`src/tmc_pkg.sv`:
```
/*
  Constants, types and the waveform mode decoder of the 16-bit timer
  control block. Assumes an APB register bus with 32-bit data.
*/
// Behaviour
// - Mode 0: normal counting, TOP 0xFFFF, immediate compare update, overflow at MAX.
// - Modes 1-3: phase correct PWM, TOP 0x00FF/0x01FF/0x03FF, update TOP, flag BOTTOM.
// - Mode 4: clear on compare, TOP compare A, immediate update, overflow at MAX.
// - Modes 5-7: fast PWM, fixed 8/9/10-bit TOP, update BOTTOM, flag at TOP.
// - Modes 8, 9: phase/frequency correct, TOP capture or compare A, all at BOTTOM.
// - Modes 10, 11: phase correct, TOP capture or compare A, update TOP, flag BOTTOM.
// - Mode 12: clear on compare, TOP capture register, immediate update, overflow at MAX.
// - Modes 14, 15: fast PWM, TOP capture or compare A, update BOTTOM, flag TOP.
// - Control B: upper mode bits at 4 and 3, clock select 2:0, bit 5 unused.
// - Control A bits 1:0 are the lower mode bits of the four-bit mode.
// - Noise cancel: capture input changes only after four equal samples.
// - Edge select 0 captures on falling edge, 1 on rising edge.
// - Capture edge copies counter into capture register and sets capture flag.
// - While the capture register is TOP, the capture input is disconnected.
// - Clock select 0-5: stopped, undivided, /8, /64, /256, /1024.
// - Clock select 6 and 7: external pin, falling or rising edge.

`default_nettype none

package tmc_pkg;

  // ----------------------------------------------------------------
  // Register indices; byte address is four times the index
  // ----------------------------------------------------------------
  localparam logic [7:0] IDX_CTRL_A = 8'h90;
  localparam logic [7:0] IDX_CTRL_B = 8'h91;
  localparam logic [7:0] IDX_COUNT = 8'h94;
  localparam logic [7:0] IDX_CAPTURE = 8'h96;
  localparam logic [7:0] IDX_COMPARE_A = 8'h98;
  localparam logic [7:0] IDX_IRQ_STATUS = 8'hA0;
  localparam logic [7:0] IDX_IRQ_CLEAR = 8'hA1;
  localparam logic [7:0] IDX_IRQ_ENABLE = 8'hA2;

  // ----------------------------------------------------------------
  // Field positions and reset values
  // ----------------------------------------------------------------
  localparam int CB_NOISE_BIT = 7;
  localparam int CB_EDGE_BIT = 6;
  localparam int CB_WGM_HI = 4;
  localparam int CB_WGM_LO = 3;
  localparam int CB_CS_HI = 2;
  localparam int CB_CS_LO = 0;
  localparam int CA_WGM_HI = 1;
  localparam int CA_WGM_LO = 0;
  localparam logic [7:0] CTRL_RESET = 8'h00;
  localparam logic [15:0] WORD_RESET = 16'h0000;
  localparam int IRQ_OVF_BIT = 0;
  localparam int IRQ_CAP_BIT = 1;
  localparam int IRQ_W = 2;

  // ----------------------------------------------------------------
  // Counter limits, clock select codes, prescaler taps
  // ----------------------------------------------------------------
  localparam logic [15:0] CNT_MAX = 16'hFFFF;
  localparam logic [15:0] CNT_BOTTOM = 16'h0000;
  localparam logic [15:0] TOP_8BIT = 16'h00FF;
  localparam logic [15:0] TOP_9BIT = 16'h01FF;
  localparam logic [15:0] TOP_10BIT = 16'h03FF;
  localparam logic [2:0] CS_STOP = 3'h0;
  localparam logic [2:0] CS_DIV1 = 3'h1;
  localparam logic [2:0] CS_DIV8 = 3'h2;
  localparam logic [2:0] CS_DIV64 = 3'h3;
  localparam logic [2:0] CS_DIV256 = 3'h4;
  localparam logic [2:0] CS_DIV1024 = 3'h5;
  localparam logic [2:0] CS_EXT_FALL = 3'h6;
  localparam logic [2:0] CS_EXT_RISE = 3'h7;
  localparam int PRE_TAP8 = 3;
  localparam int PRE_TAP64 = 6;
  localparam int PRE_TAP256 = 8;
  localparam int PRE_TAP1024 = 10;
  localparam int NC_SAMPLES = 4;

  typedef enum logic [1:0] {SEQ_UP, SEQ_DUAL, SEQ_CLEAR} tmc_seq_e;
  typedef enum logic [2:0] {TOP_FULL, TOP_B8, TOP_B9, TOP_B10, TOP_CAP, TOP_CMPA} tmc_top_e;
  typedef enum logic [1:0] {UPD_IMM, UPD_TOP, UPD_BOTTOM} tmc_upd_e;
  typedef enum logic [1:0] {OVF_MAX, OVF_TOP, OVF_BOTTOM} tmc_ovf_e;

  typedef struct packed {
    tmc_seq_e seq;
    tmc_top_e top;
    tmc_upd_e upd;
    tmc_ovf_e ovf;
  } tmc_mode_s;

  function automatic tmc_mode_s tmc_decode(input logic [3:0] m);
    tmc_mode_s d;
    d = '{SEQ_UP, TOP_FULL, UPD_IMM, OVF_MAX};
    unique case (m)
      4'h0: d = '{SEQ_UP, TOP_FULL, UPD_IMM, OVF_MAX};
      4'h1: d = '{SEQ_DUAL, TOP_B8, UPD_TOP, OVF_BOTTOM};
      4'h2: d = '{SEQ_DUAL, TOP_B9, UPD_TOP, OVF_BOTTOM};
      4'h3: d = '{SEQ_DUAL, TOP_B10, UPD_TOP, OVF_BOTTOM};
      4'h4: d = '{SEQ_CLEAR, TOP_CMPA, UPD_IMM, OVF_MAX};
      4'h5: d = '{SEQ_UP, TOP_B8, UPD_BOTTOM, OVF_TOP};
      4'h6: d = '{SEQ_UP, TOP_B9, UPD_BOTTOM, OVF_TOP};
      4'h7: d = '{SEQ_UP, TOP_B10, UPD_BOTTOM, OVF_TOP};
      4'h8: d = '{SEQ_DUAL, TOP_CAP, UPD_BOTTOM, OVF_BOTTOM};
      4'h9: d = '{SEQ_DUAL, TOP_CMPA, UPD_BOTTOM, OVF_BOTTOM};
      4'hA: d = '{SEQ_DUAL, TOP_CAP, UPD_TOP, OVF_BOTTOM};
      4'hB: d = '{SEQ_DUAL, TOP_CMPA, UPD_TOP, OVF_BOTTOM};
      4'hC: d = '{SEQ_CLEAR, TOP_CAP, UPD_IMM, OVF_MAX};
      // Reserved code falls back to plain counting so the state stays defined
      4'hD: d = '{SEQ_UP, TOP_FULL, UPD_IMM, OVF_MAX};
      4'hE: d = '{SEQ_UP, TOP_CAP, UPD_BOTTOM, OVF_TOP};
      4'hF: d = '{SEQ_UP, TOP_CMPA, UPD_BOTTOM, OVF_TOP};
    endcase
    return d;
  endfunction

endpackage

`default_nettype wire

```
`src/tmc_ctl_if.sv`:
```
/*
  Interface joining the timer control core to its prescaler and its
  capture front end. Assumes one clock domain, pclk.
*/
`timescale 1ns/1ps
`default_nettype none

interface tmc_ctl_if;
  logic [2:0] clock_select;
  logic noise_cancel;
  logic edge_select;
  logic capture_enable;
  logic tick;
  logic cap_event;
  modport core(output clock_select, noise_cancel, edge_select, capture_enable, input tick, cap_event);
  modport pre(input clock_select, output tick);
  modport cap(input noise_cancel, edge_select, capture_enable, output cap_event);
endinterface

`default_nettype wire

```
`src/tmc_capture.sv`:
```
/*
  Capture input front end: synchroniser, optional noise filter and edge
  selection. Assumes the capture pin is asynchronous to pclk.
*/
`timescale 1ns/1ps
`default_nettype none

module tmc_capture
  import tmc_pkg::*;
(
  input wire logic pclk,
  input wire logic presetn,
  input wire logic capture_input_pin,
  tmc_ctl_if.cap ctl
);

  logic s1_r;
  logic s2_r;
  logic [NC_SAMPLES-1:0] hist_r;
  logic level_r;
  logic prev_r;

  always_ff @(posedge pclk or negedge presetn) begin
    if (!presetn) begin
      s1_r <= 1'b0;
      s2_r <= 1'b0;
      hist_r <= '0;
      level_r <= 1'b0;
      prev_r <= 1'b0;
    end else begin
      s1_r <= capture_input_pin;
      s2_r <= s1_r;
      hist_r <= {hist_r[NC_SAMPLES-2:0], s2_r};
      prev_r <= level_r;
      if (!ctl.noise_cancel) begin
        level_r <= s2_r;
      end else if (&hist_r || ~|hist_r) begin
        level_r <= hist_r[0];
      end
    end
  end

  wire rise = level_r & ~prev_r;
  wire fall = ~level_r & prev_r;

  // Edges seen while disconnected are dropped, not held back
  assign ctl.cap_event = ctl.capture_enable & (ctl.edge_select ? rise : fall);

endmodule

`default_nettype wire

```
`src/tmc_prescaler.sv`:
```
/*
  Clock source selection: prescaled taps of pclk or edges of the
  external clock pin. Assumes the pin is asynchronous to pclk.
*/
`timescale 1ns/1ps
`default_nettype none

module tmc_prescaler
  import tmc_pkg::*;
#(
  parameter int PRE_W = 10
) (
  input wire logic pclk,
  input wire logic presetn,
  input wire logic external_clock_pin,
  tmc_ctl_if.pre ctl
);

  if (PRE_W < PRE_TAP1024) begin : g_chk
    $error("tmc_prescaler: PRE_W too small for the /1024 tap");
  end

  logic [PRE_W-1:0] pre_r;
  logic ext_s1_r;
  logic ext_s2_r;
  logic ext_prev_r;

  // ----------------------------------------------------------------
  // Free running divider and pin synchroniser
  // ----------------------------------------------------------------
  // The divider never restarts, so the first tick after a select change
  // may come early by up to one divided period.
  always_ff @(posedge pclk or negedge presetn) begin
    if (!presetn) begin
      pre_r <= '0;
      ext_s1_r <= 1'b0;
      ext_s2_r <= 1'b0;
      ext_prev_r <= 1'b0;
    end else begin
      pre_r <= pre_r + 1'b1;
      ext_s1_r <= external_clock_pin;
      ext_s2_r <= ext_s1_r;
      ext_prev_r <= ext_s2_r;
    end
  end

  wire ext_rise = ext_s2_r & ~ext_prev_r;
  wire ext_fall = ~ext_s2_r & ext_prev_r;

  assign ctl.tick = (ctl.clock_select == CS_DIV1) ? 1'b1 :
                    (ctl.clock_select == CS_DIV8) ? &pre_r[PRE_TAP8-1:0] :
                    (ctl.clock_select == CS_DIV64) ? &pre_r[PRE_TAP64-1:0] :
                    (ctl.clock_select == CS_DIV256) ? &pre_r[PRE_TAP256-1:0] :
                    (ctl.clock_select == CS_DIV1024) ? &pre_r[PRE_TAP1024-1:0] :
                    (ctl.clock_select == CS_EXT_FALL) ? ext_fall :
                    (ctl.clock_select == CS_EXT_RISE) ? ext_rise : 1'b0;

endmodule

`default_nettype wire

```
`src/tmc_timer_ctrl.sv`:
```
/*
  Top of the 16-bit timer control block: APB register file, mode decode,
  TOP selection, counter sequencing, compare update point, overflow and
  capture flags with one level interrupt. Assumes an APB3 master on pclk
  and asynchronous capture and external clock pins.
*/
// The APB interface to the registers was chosen for this implementation.
`timescale 1ns/1ps
`default_nettype none

module tmc_timer_ctrl
  import tmc_pkg::*;
#(
  parameter int ADDR_W = 10,
  parameter int PRE_W = 10
) (
  input wire logic pclk,
  input wire logic presetn,
  input wire logic [ADDR_W-1:0] paddr,
  input wire logic psel,
  input wire logic penable,
  input wire logic pwrite,
  input wire logic [31:0] pwdata,
  output logic [31:0] prdata,
  output logic pready,
  output logic pslverr,
  input wire logic capture_input_pin,
  input wire logic external_clock_pin,
  output logic irq,
  output logic [3:0] waveform_mode,
  output logic [15:0] top_value,
  output logic [15:0] count_value,
  output logic count_down,
  output logic compare_update,
  output logic capture_event
);

  if (ADDR_W < 10) begin : g_chk
    $error("tmc_timer_ctrl: ADDR_W must reach byte address 0x288");
  end

  tmc_ctl_if ctl ();

  // ----------------------------------------------------------------
  // Registers
  // ----------------------------------------------------------------
  logic [1:0] wgm_lo_r;
  logic [7:0] ctrl_b_r;
  logic [15:0] cnt_r;
  logic [15:0] cnt_nxt;
  logic down_r;
  logic down_nxt;
  logic [15:0] cap_r;
  logic [15:0] cmpa_buf_r;
  logic [15:0] cmpa_r;
  logic [IRQ_W-1:0] sts_r;
  logic [IRQ_W-1:0] sts_nxt;
  logic [IRQ_W-1:0] ena_r;
  logic [31:0] prdata_r;

  // ----------------------------------------------------------------
  // APB decode
  // ----------------------------------------------------------------
  wire [7:0] idx = paddr[9:2];
  wire hit_a = (idx == IDX_CTRL_A);
  wire hit_b = (idx == IDX_CTRL_B);
  wire hit_cnt = (idx == IDX_COUNT);
  wire hit_cap = (idx == IDX_CAPTURE);
  wire hit_cmp = (idx == IDX_COMPARE_A);
  wire hit_sts = (idx == IDX_IRQ_STATUS);
  wire hit_clr = (idx == IDX_IRQ_CLEAR);
  wire hit_ena = (idx == IDX_IRQ_ENABLE);
  wire upper_zero = (ADDR_W > 10) ? ~|(paddr >> 10) : 1'b1;
  wire hit_any = upper_zero & (paddr[1:0] == 2'b00) &
                 (hit_a | hit_b | hit_cnt | hit_cap | hit_cmp | hit_sts | hit_clr | hit_ena);
  wire access = psel & penable;
  wire wr = access & pwrite & hit_any;
  wire wr_a = wr & hit_a;
  wire wr_b = wr & hit_b;
  wire wr_cnt = wr & hit_cnt;
  wire wr_cap = wr & hit_cap;
  wire wr_cmp = wr & hit_cmp;
  wire wr_clr = wr & hit_clr;
  wire wr_ena = wr & hit_ena;
  wire [15:0] wdata16 = pwdata[15:0];

  // Bit 5 of control B and bits 7:2 of control A read as zero
  wire [7:0] ctrl_b_rd = {ctrl_b_r[CB_NOISE_BIT], ctrl_b_r[CB_EDGE_BIT], 1'b0,
                          ctrl_b_r[CB_WGM_HI:CB_WGM_LO], ctrl_b_r[CB_CS_HI:CB_CS_LO]};
  wire [31:0] rd_mux = hit_a ? {30'h0000_0000, wgm_lo_r} :
                       hit_b ? {24'h00_0000, ctrl_b_rd} :
                       hit_cnt ? {16'h0000, cnt_r} :
                       hit_cap ? {16'h0000, cap_r} :
                       hit_cmp ? {16'h0000, cmpa_r} :
                       hit_sts ? {{(32-IRQ_W){1'b0}}, sts_r} :
                       hit_ena ? {{(32-IRQ_W){1'b0}}, ena_r} : 32'h0000_0000;

  assign pready = 1'b1;
  assign pslverr = access & ~hit_any;
  assign prdata = prdata_r;

  // ----------------------------------------------------------------
  // Mode decode and TOP selection
  // ----------------------------------------------------------------
  wire [3:0] mode = {ctrl_b_r[CB_WGM_HI:CB_WGM_LO], wgm_lo_r};
  tmc_mode_s md;
  assign md = tmc_decode(mode);

  wire [15:0] top_sel = (md.top == TOP_B8) ? TOP_8BIT :
                        (md.top == TOP_B9) ? TOP_9BIT :
                        (md.top == TOP_B10) ? TOP_10BIT :
                        (md.top == TOP_CAP) ? cap_r :
                        (md.top == TOP_CMPA) ? cmpa_r : CNT_MAX;

  // ----------------------------------------------------------------
  // Counter sequencing
  // ----------------------------------------------------------------
  wire dual = (md.seq == SEQ_DUAL);
  wire at_top = (cnt_r >= top_sel);
  wire at_bot = (cnt_r == CNT_BOTTOM);
  wire tick = ctl.tick;
  wire reach_top = tick & at_top & ~down_r;
  wire reach_bot = tick & (dual ? (down_r & at_bot) : at_top);

  always_comb begin
    cnt_nxt = cnt_r;
    down_nxt = down_r;
    if (!dual) begin
      down_nxt = 1'b0;
    end
    if (wr_cnt) begin
      cnt_nxt = wdata16;
    end else if (tick) begin
      if (dual) begin
        if (!down_r && at_top) begin
          down_nxt = 1'b1;
          cnt_nxt = at_bot ? cnt_r : cnt_r - 16'h0001;
        end else if (down_r && at_bot) begin
          down_nxt = 1'b0;
          cnt_nxt = cnt_r + 16'h0001;
        end else begin
          cnt_nxt = down_r ? cnt_r - 16'h0001 : cnt_r + 16'h0001;
        end
      end else begin
        cnt_nxt = at_top ? CNT_BOTTOM : cnt_r + 16'h0001;
      end
    end
  end

  // ----------------------------------------------------------------
  // Overflow point, compare update point, capture
  // ----------------------------------------------------------------
  wire ovf_evt = (md.ovf == OVF_MAX) ? (tick & (cnt_r == CNT_MAX)) :
                 (md.ovf == OVF_TOP) ? (reach_top & ~dual) :
                 reach_bot & dual;
  wire cmp_upd = (md.upd == UPD_IMM) ? wr_cmp :
                 (md.upd == UPD_TOP) ? reach_top : reach_bot;
  wire cap_evt = ctl.cap_event;

  assign ctl.clock_select = ctrl_b_r[CB_CS_HI:CB_CS_LO];
  assign ctl.noise_cancel = ctrl_b_r[CB_NOISE_BIT];
  assign ctl.edge_select = ctrl_b_r[CB_EDGE_BIT];
  assign ctl.capture_enable = (md.top != TOP_CAP);

  // Hardware set wins over a software clear in the same cycle
  wire [IRQ_W-1:0] evt_vec = {cap_evt, ovf_evt};
  always_comb begin
    sts_nxt = sts_r & ~(wr_clr ? pwdata[IRQ_W-1:0] : {IRQ_W{1'b0}});
    sts_nxt = sts_nxt | evt_vec;
  end

  always_ff @(posedge pclk or negedge presetn) begin
    if (!presetn) begin
      wgm_lo_r <= CTRL_RESET[1:0];
      ctrl_b_r <= CTRL_RESET;
      cnt_r <= WORD_RESET;
      down_r <= 1'b0;
      sts_r <= '0;
      ena_r <= '0;
      prdata_r <= 32'h0000_0000;
    end else begin
      if (wr_a) begin
        wgm_lo_r <= pwdata[CA_WGM_HI:CA_WGM_LO];
      end
      if (wr_b) begin
        ctrl_b_r <= pwdata[7:0] & 8'hDF;
      end
      cnt_r <= cnt_nxt;
      down_r <= down_nxt;
      sts_r <= sts_nxt;
      if (wr_ena) begin
        ena_r <= pwdata[IRQ_W-1:0];
      end
      if (psel && !penable) begin
        prdata_r <= rd_mux;
      end
    end
  end

  // The capture register is also writable so software can set TOP
  always_ff @(posedge pclk or negedge presetn) begin
    if (!presetn) begin
      cap_r <= WORD_RESET;
      cmpa_buf_r <= WORD_RESET;
      cmpa_r <= WORD_RESET;
    end else begin
      if (cap_evt) begin
        cap_r <= cnt_r;
      end else if (wr_cap) begin
        cap_r <= wdata16;
      end
      if (wr_cmp) begin
        cmpa_buf_r <= wdata16;
      end
      if (cmp_upd) begin
        cmpa_r <= (md.upd == UPD_IMM) ? wdata16 : cmpa_buf_r;
      end
    end
  end

  // ----------------------------------------------------------------
  // Submodules and outputs
  // ----------------------------------------------------------------
  tmc_prescaler #(
    .PRE_W(PRE_W)
  ) u_pre (
    .pclk(pclk),
    .presetn(presetn),
    .external_clock_pin(external_clock_pin),
    .ctl(ctl.pre)
  );

  tmc_capture u_cap (
    .pclk(pclk),
    .presetn(presetn),
    .capture_input_pin(capture_input_pin),
    .ctl(ctl.cap)
  );

  assign irq = |(sts_r & ena_r);
  assign waveform_mode = mode;
  assign top_value = top_sel;
  assign count_value = cnt_r;
  assign count_down = down_r;
  assign compare_update = cmp_upd;
  assign capture_event = cap_evt;

endmodule

`default_nettype wire

```
`config.mk`:
```
export PLATFORM = sky130hd
export DESIGN_NAME = tmc_timer_ctrl
export DESIGN_NICKNAME = d
export VERILOG_FILES = /design/src/tmc_pkg.sv /design/src/tmc_ctl_if.sv /design/src/tmc_capture.sv /design/src/tmc_prescaler.sv /design/src/tmc_timer_ctrl.sv
export SDC_FILE = /design/constraint.sdc
export NUM_CORES = 1
export LEC_CHECK = 0
export BUFFER_PORTS_ARGS = -buffer_cell sky130_fd_sc_hd__buf_2
export CORE_AREA = 5 5 149 151
export DETAILED_ROUTE_END_ITERATION = 6
export DIE_AREA = 0 0 154 156
export SYNTH_ARGS = -nofsm -noshare
export SYNTH_HDL_FRONTEND = slang
export SYNTH_HIERARCHICAL = 1
export SYNTH_SLANG_ARGS = --single-unit
```
`constraint.sdc`:
```
create_clock -name pclk -period 10.3 [get_ports pclk]
set_clock_uncertainty 0.1 [all_clocks]
set_input_delay 1.545 -clock pclk [delete_from_list [all_inputs] [get_ports pclk]]
set_output_delay 1.545 -clock pclk [all_outputs]
set_load 0.005 [all_outputs]
```
==> impl_metrics.env <==
export IMPL_status="finished, violations left"
export IMPL_violations="design-rule violations"
export IMPL_cap_violations=0
export IMPL_peakVddDrop_mv=0.110
export IMPL_cts_buffer_depth=2
export IMPL_cts_hold_fix_buffers=0
export IMPL_syn_cell_area_mm2=0.00753
export IMPL_cts_tree="done"
export IMPL_start_util_pct=36.4
export IMPL_ys_ff_latch=115
export IMPL_slew_headroom_pct=21.5
export IMPL_synth_edff_count=0
export IMPL_async_reset_ff_share_pct=100
export IMPL_postRouteAntennaNets=0
export IMPL_portBuffers=89
export IMPL_clk_latency_ps=420
export IMPL_antenna_found_initial=0
export IMPL_htreeDepth=4
export IMPL_place_area_mm2=0.00804
export IMPL_rsz0062_at_grt="false"
export IMPL_critPathBufInv=4
export IMPL_drive_gt1_share_pct=22.6
export IMPL_p_leak_nw=4.05
export IMPL_fmax_mhz=147
export IMPL_grt_pass1_vias=6276
export IMPL_path_max_fanout=22
export IMPL_multiInputGateArea_mm2=0.00419
export IMPL_insertedDiodeCount=0
export IMPL_setup_viol=0
export IMPL_fin_crit_sh_pct=65.9
export IMPL_cp_data_arrival_time_ps=5140
export IMPL_end_kind="output port"
export IMPL_grt_usage_pct=19.5
export IMPL_synth_cells=831
export IMPL_synth_common_cells="115 x dfrtp_1, 92 x nand2_1, 83 x o21ai_0"
export IMPL_cts_sinks=115
export IMPL_postCtsSetupRepairBufs=0
export IMPL_path_clk_slew_ps=60
export IMPL_preCtsSetupSlack_ps=4030
export IMPL_drc=2
export IMPL_cp_slowest_cell="dfrtp_1"
export IMPL_avgSynthCellArea_um2=9.06
export IMPL_dr_total_vias=6562
export IMPL_dp_hpwl_um=16100
export IMPL_holdPathStages=0
export IMPL_min_period_ps=6790
export IMPL_fin_tns_setup_ps=0
export IMPL_drtPass1Iterations=7
export IMPL_die_y_um=156
export IMPL_gp_routability_congestion=0.872
export IMPL_final_net_count=957
export IMPL_hold_viol=0
export IMPL_setup_ws_ps=3510
export IMPL_synthToLayoutAreaGrowth_pct=14.9
export IMPL_yosys_area_top_type_share_pct=38.2
export IMPL_n_fill_cell=2119
export IMPL_regArea_mm2=0.00288
export IMPL_grt_pass1_wl_um=36800
export IMPL_design_die_area_mm2=0.0240
export IMPL_finalMaxSlewViolations=0
export IMPL_startpoint_type="flop"
export IMPL_powerDensity_mw_per_mm2=131
export IMPL_cts_root_buf="clkbuf_16"
export IMPL_postCtsResizedCells=0
export IMPL_utilization_pct=41.8
export IMPL_drt_iter0_drc=561
export IMPL_synth_most_common_cell="dfrtp_1"
export IMPL_numCtsBuffers=17
export IMPL_grt_overflow_total=0
export IMPL_crit_chain="inv_1, nor2_1, o21ai_0, a22oi_1, ha_1, a21oi_1, nor3_1, nor4_1, o21a_1, nor2_1, o21ai_1, a221o_1, buf_4, inv_1, buf_2"
export IMPL_worst_pin_slew_ps=1180
export IMPL_max_stage_delay_ps=860
export IMPL_rows=53
export IMPL_path_delay_family="compound AO/OA/AOI/OAI gates"
export IMPL_rr_worst_depth=13
export IMPL_yosys_warnings=6
export IMPL_crit_cells=15
export IMPL_seq_area_frac_synth_pct=38.2
export IMPL_viasPerCell=5.59
export IMPL_io_pin_count=123
export IMPL_wl_per_cell_um=19.8
export IMPL_synth_ff_type="dfrtp_1"
export IMPL_min_path_type="reg2reg"
export IMPL_p_total_w=0.00113
export IMPL_yosysUniqueCellTypes=77
export IMPL_coreArea_mm2=0.0207
export IMPL_yosys_top_cells_area="dfrtp_1 38%, mux2_2 7.6%, o21ai_0 5.5%, nand2_1 4.6%, ha_1 3.7%"
export IMPL_drt_wl_total_um=23200
export IMPL_crit_type="reg2out"
export IMPL_die_width_um=154
export IMPL_cp_required_ps=8660
export IMPL_grt_max_degree=78
export IMPL_final_area_mm2=0.00865
export IMPL_yosys_area_top_type="dfrtp_1"
export IMPL_r2r_slack_ps=5020
cells by family after synthesis:
kind of cell             count (synthesis)  share of synthesized area (%)
AO/OA/AOI/OAI                          207                           17.7
XOR/XNOR                                19                           2.21
adder cells (fa/ha/maj)                 22                           3.66
buffers and inverters                  109                           7.06
flip-flops                             115                           38.2
multiplexers                            86                           12.8
other                                    2                         0.0997
AND/OR/NAND/NOR                        271                           18.3
stage by stage:
step,instances,hold WS [ps]
6_report,1173,250
5_1_grt,1173,275
4_1_cts,1173,253
3_5_place_dp,1142,241
3_3_place_gp,1142,235
2_1_floorplan,846,231
final cells by class:
class / count / share of cell area, %
tap: 275 / 3.98
inverter: 32 / 1.39
clock buffer: 21 / 5.21
sequential: 115 / 33.3
timing repair buffer: 98 / 5.96
multi-input combinational: 622 / 48.4
clock inverter: 10 / 1.82
metal layers:
metal	share of wire (%)	wire, um	vias to the layer above	global-route usage (%)
met5	0	0	-	0
met4	1.8	422	0	6.31
met3	6.4	1470	29	3.61
met2	47	10900	256	30.6
met1	45	10300	3203	27.2
li1	-	-	3074	-
where the power goes:
part / total [W] / switching (W) / internal (W)
combinational: 0.0000506 / 0.0000357 / 0.0000149
sequential: 0.000461 / 0.00000437 / 0.000457
clock: 0.000618 / 0.000210 / 0.000408
registers in the layout, indices dropped and copies added, names as in the netlist:
| name | flops |
|---|---|
| cap_r | 16 |
| cmpa_buf_r | 16 |
| cmpa_r | 16 |
| count_value | 16 |
| prdata | 16 |
| u_pre/pre_r | 10 |
| ctrl_b_r | 7 |
| u_cap/hist_r | 4 |
| ena_r | 2 |
| sts_r | 2 |
| wgm_lo_r | 2 |
| count_down | 1 |
| u_cap/level_r | 1 |
| u_cap/prev_r | 1 |
| u_cap/s1_r | 1 |
| u_cap/s2_r | 1 |
| u_pre/ext_prev_r | 1 |
| u_pre/ext_s1_r | 1 |
| u_pre/ext_s2_r | 1 |
layout by cell type (no fill, tap or decap), types with 5 or more instances in the layout:
cell type,Yosys,routed
dfrtp_1,115,115
nand2_1,92,92
buf_2,7,88
o21ai_0,83,83
nor2_1,64,64
mux2_2,51,51
a21oi_1,41,40
inv_1,32,32
mux2i_1,27,27
ha_1,22,22
conb_1,2,17
clkbuf_16,0,17
nor3_1,16,16
nand3_1,15,15
and3_1,14,14
a222oi_1,14,14
or3_1,12,12
xnor2_1,11,11
buf_4,20,10
nand2b_1,9,9
mux2_4,8,8
nand4_1,8,8
xor2_1,8,8
o21bai_1,6,6
and2_1,6,6
o31ai_1,5,5
a21boi_0,5,5
a221oi_1,5,5
nor4_1,5,5
o32ai_1,5,5
final timing paths:
kind,from,to
worst min register to register,u_cap/s1_r,u_cap/s2_r
worst max-delay path,wgm_lo_r[0],compare_update
worst min-delay path,u_cap/s1_r,u_cap/s2_r
min in group asynchronous,presetn,u_pre/pre_r[7]
worst max register to register,wgm_lo_r[0],count_value[7]
max in group asynchronous,presetn,cmpa_buf_r[5]
No activity file was read; power rests on OpenSTA's default activity.
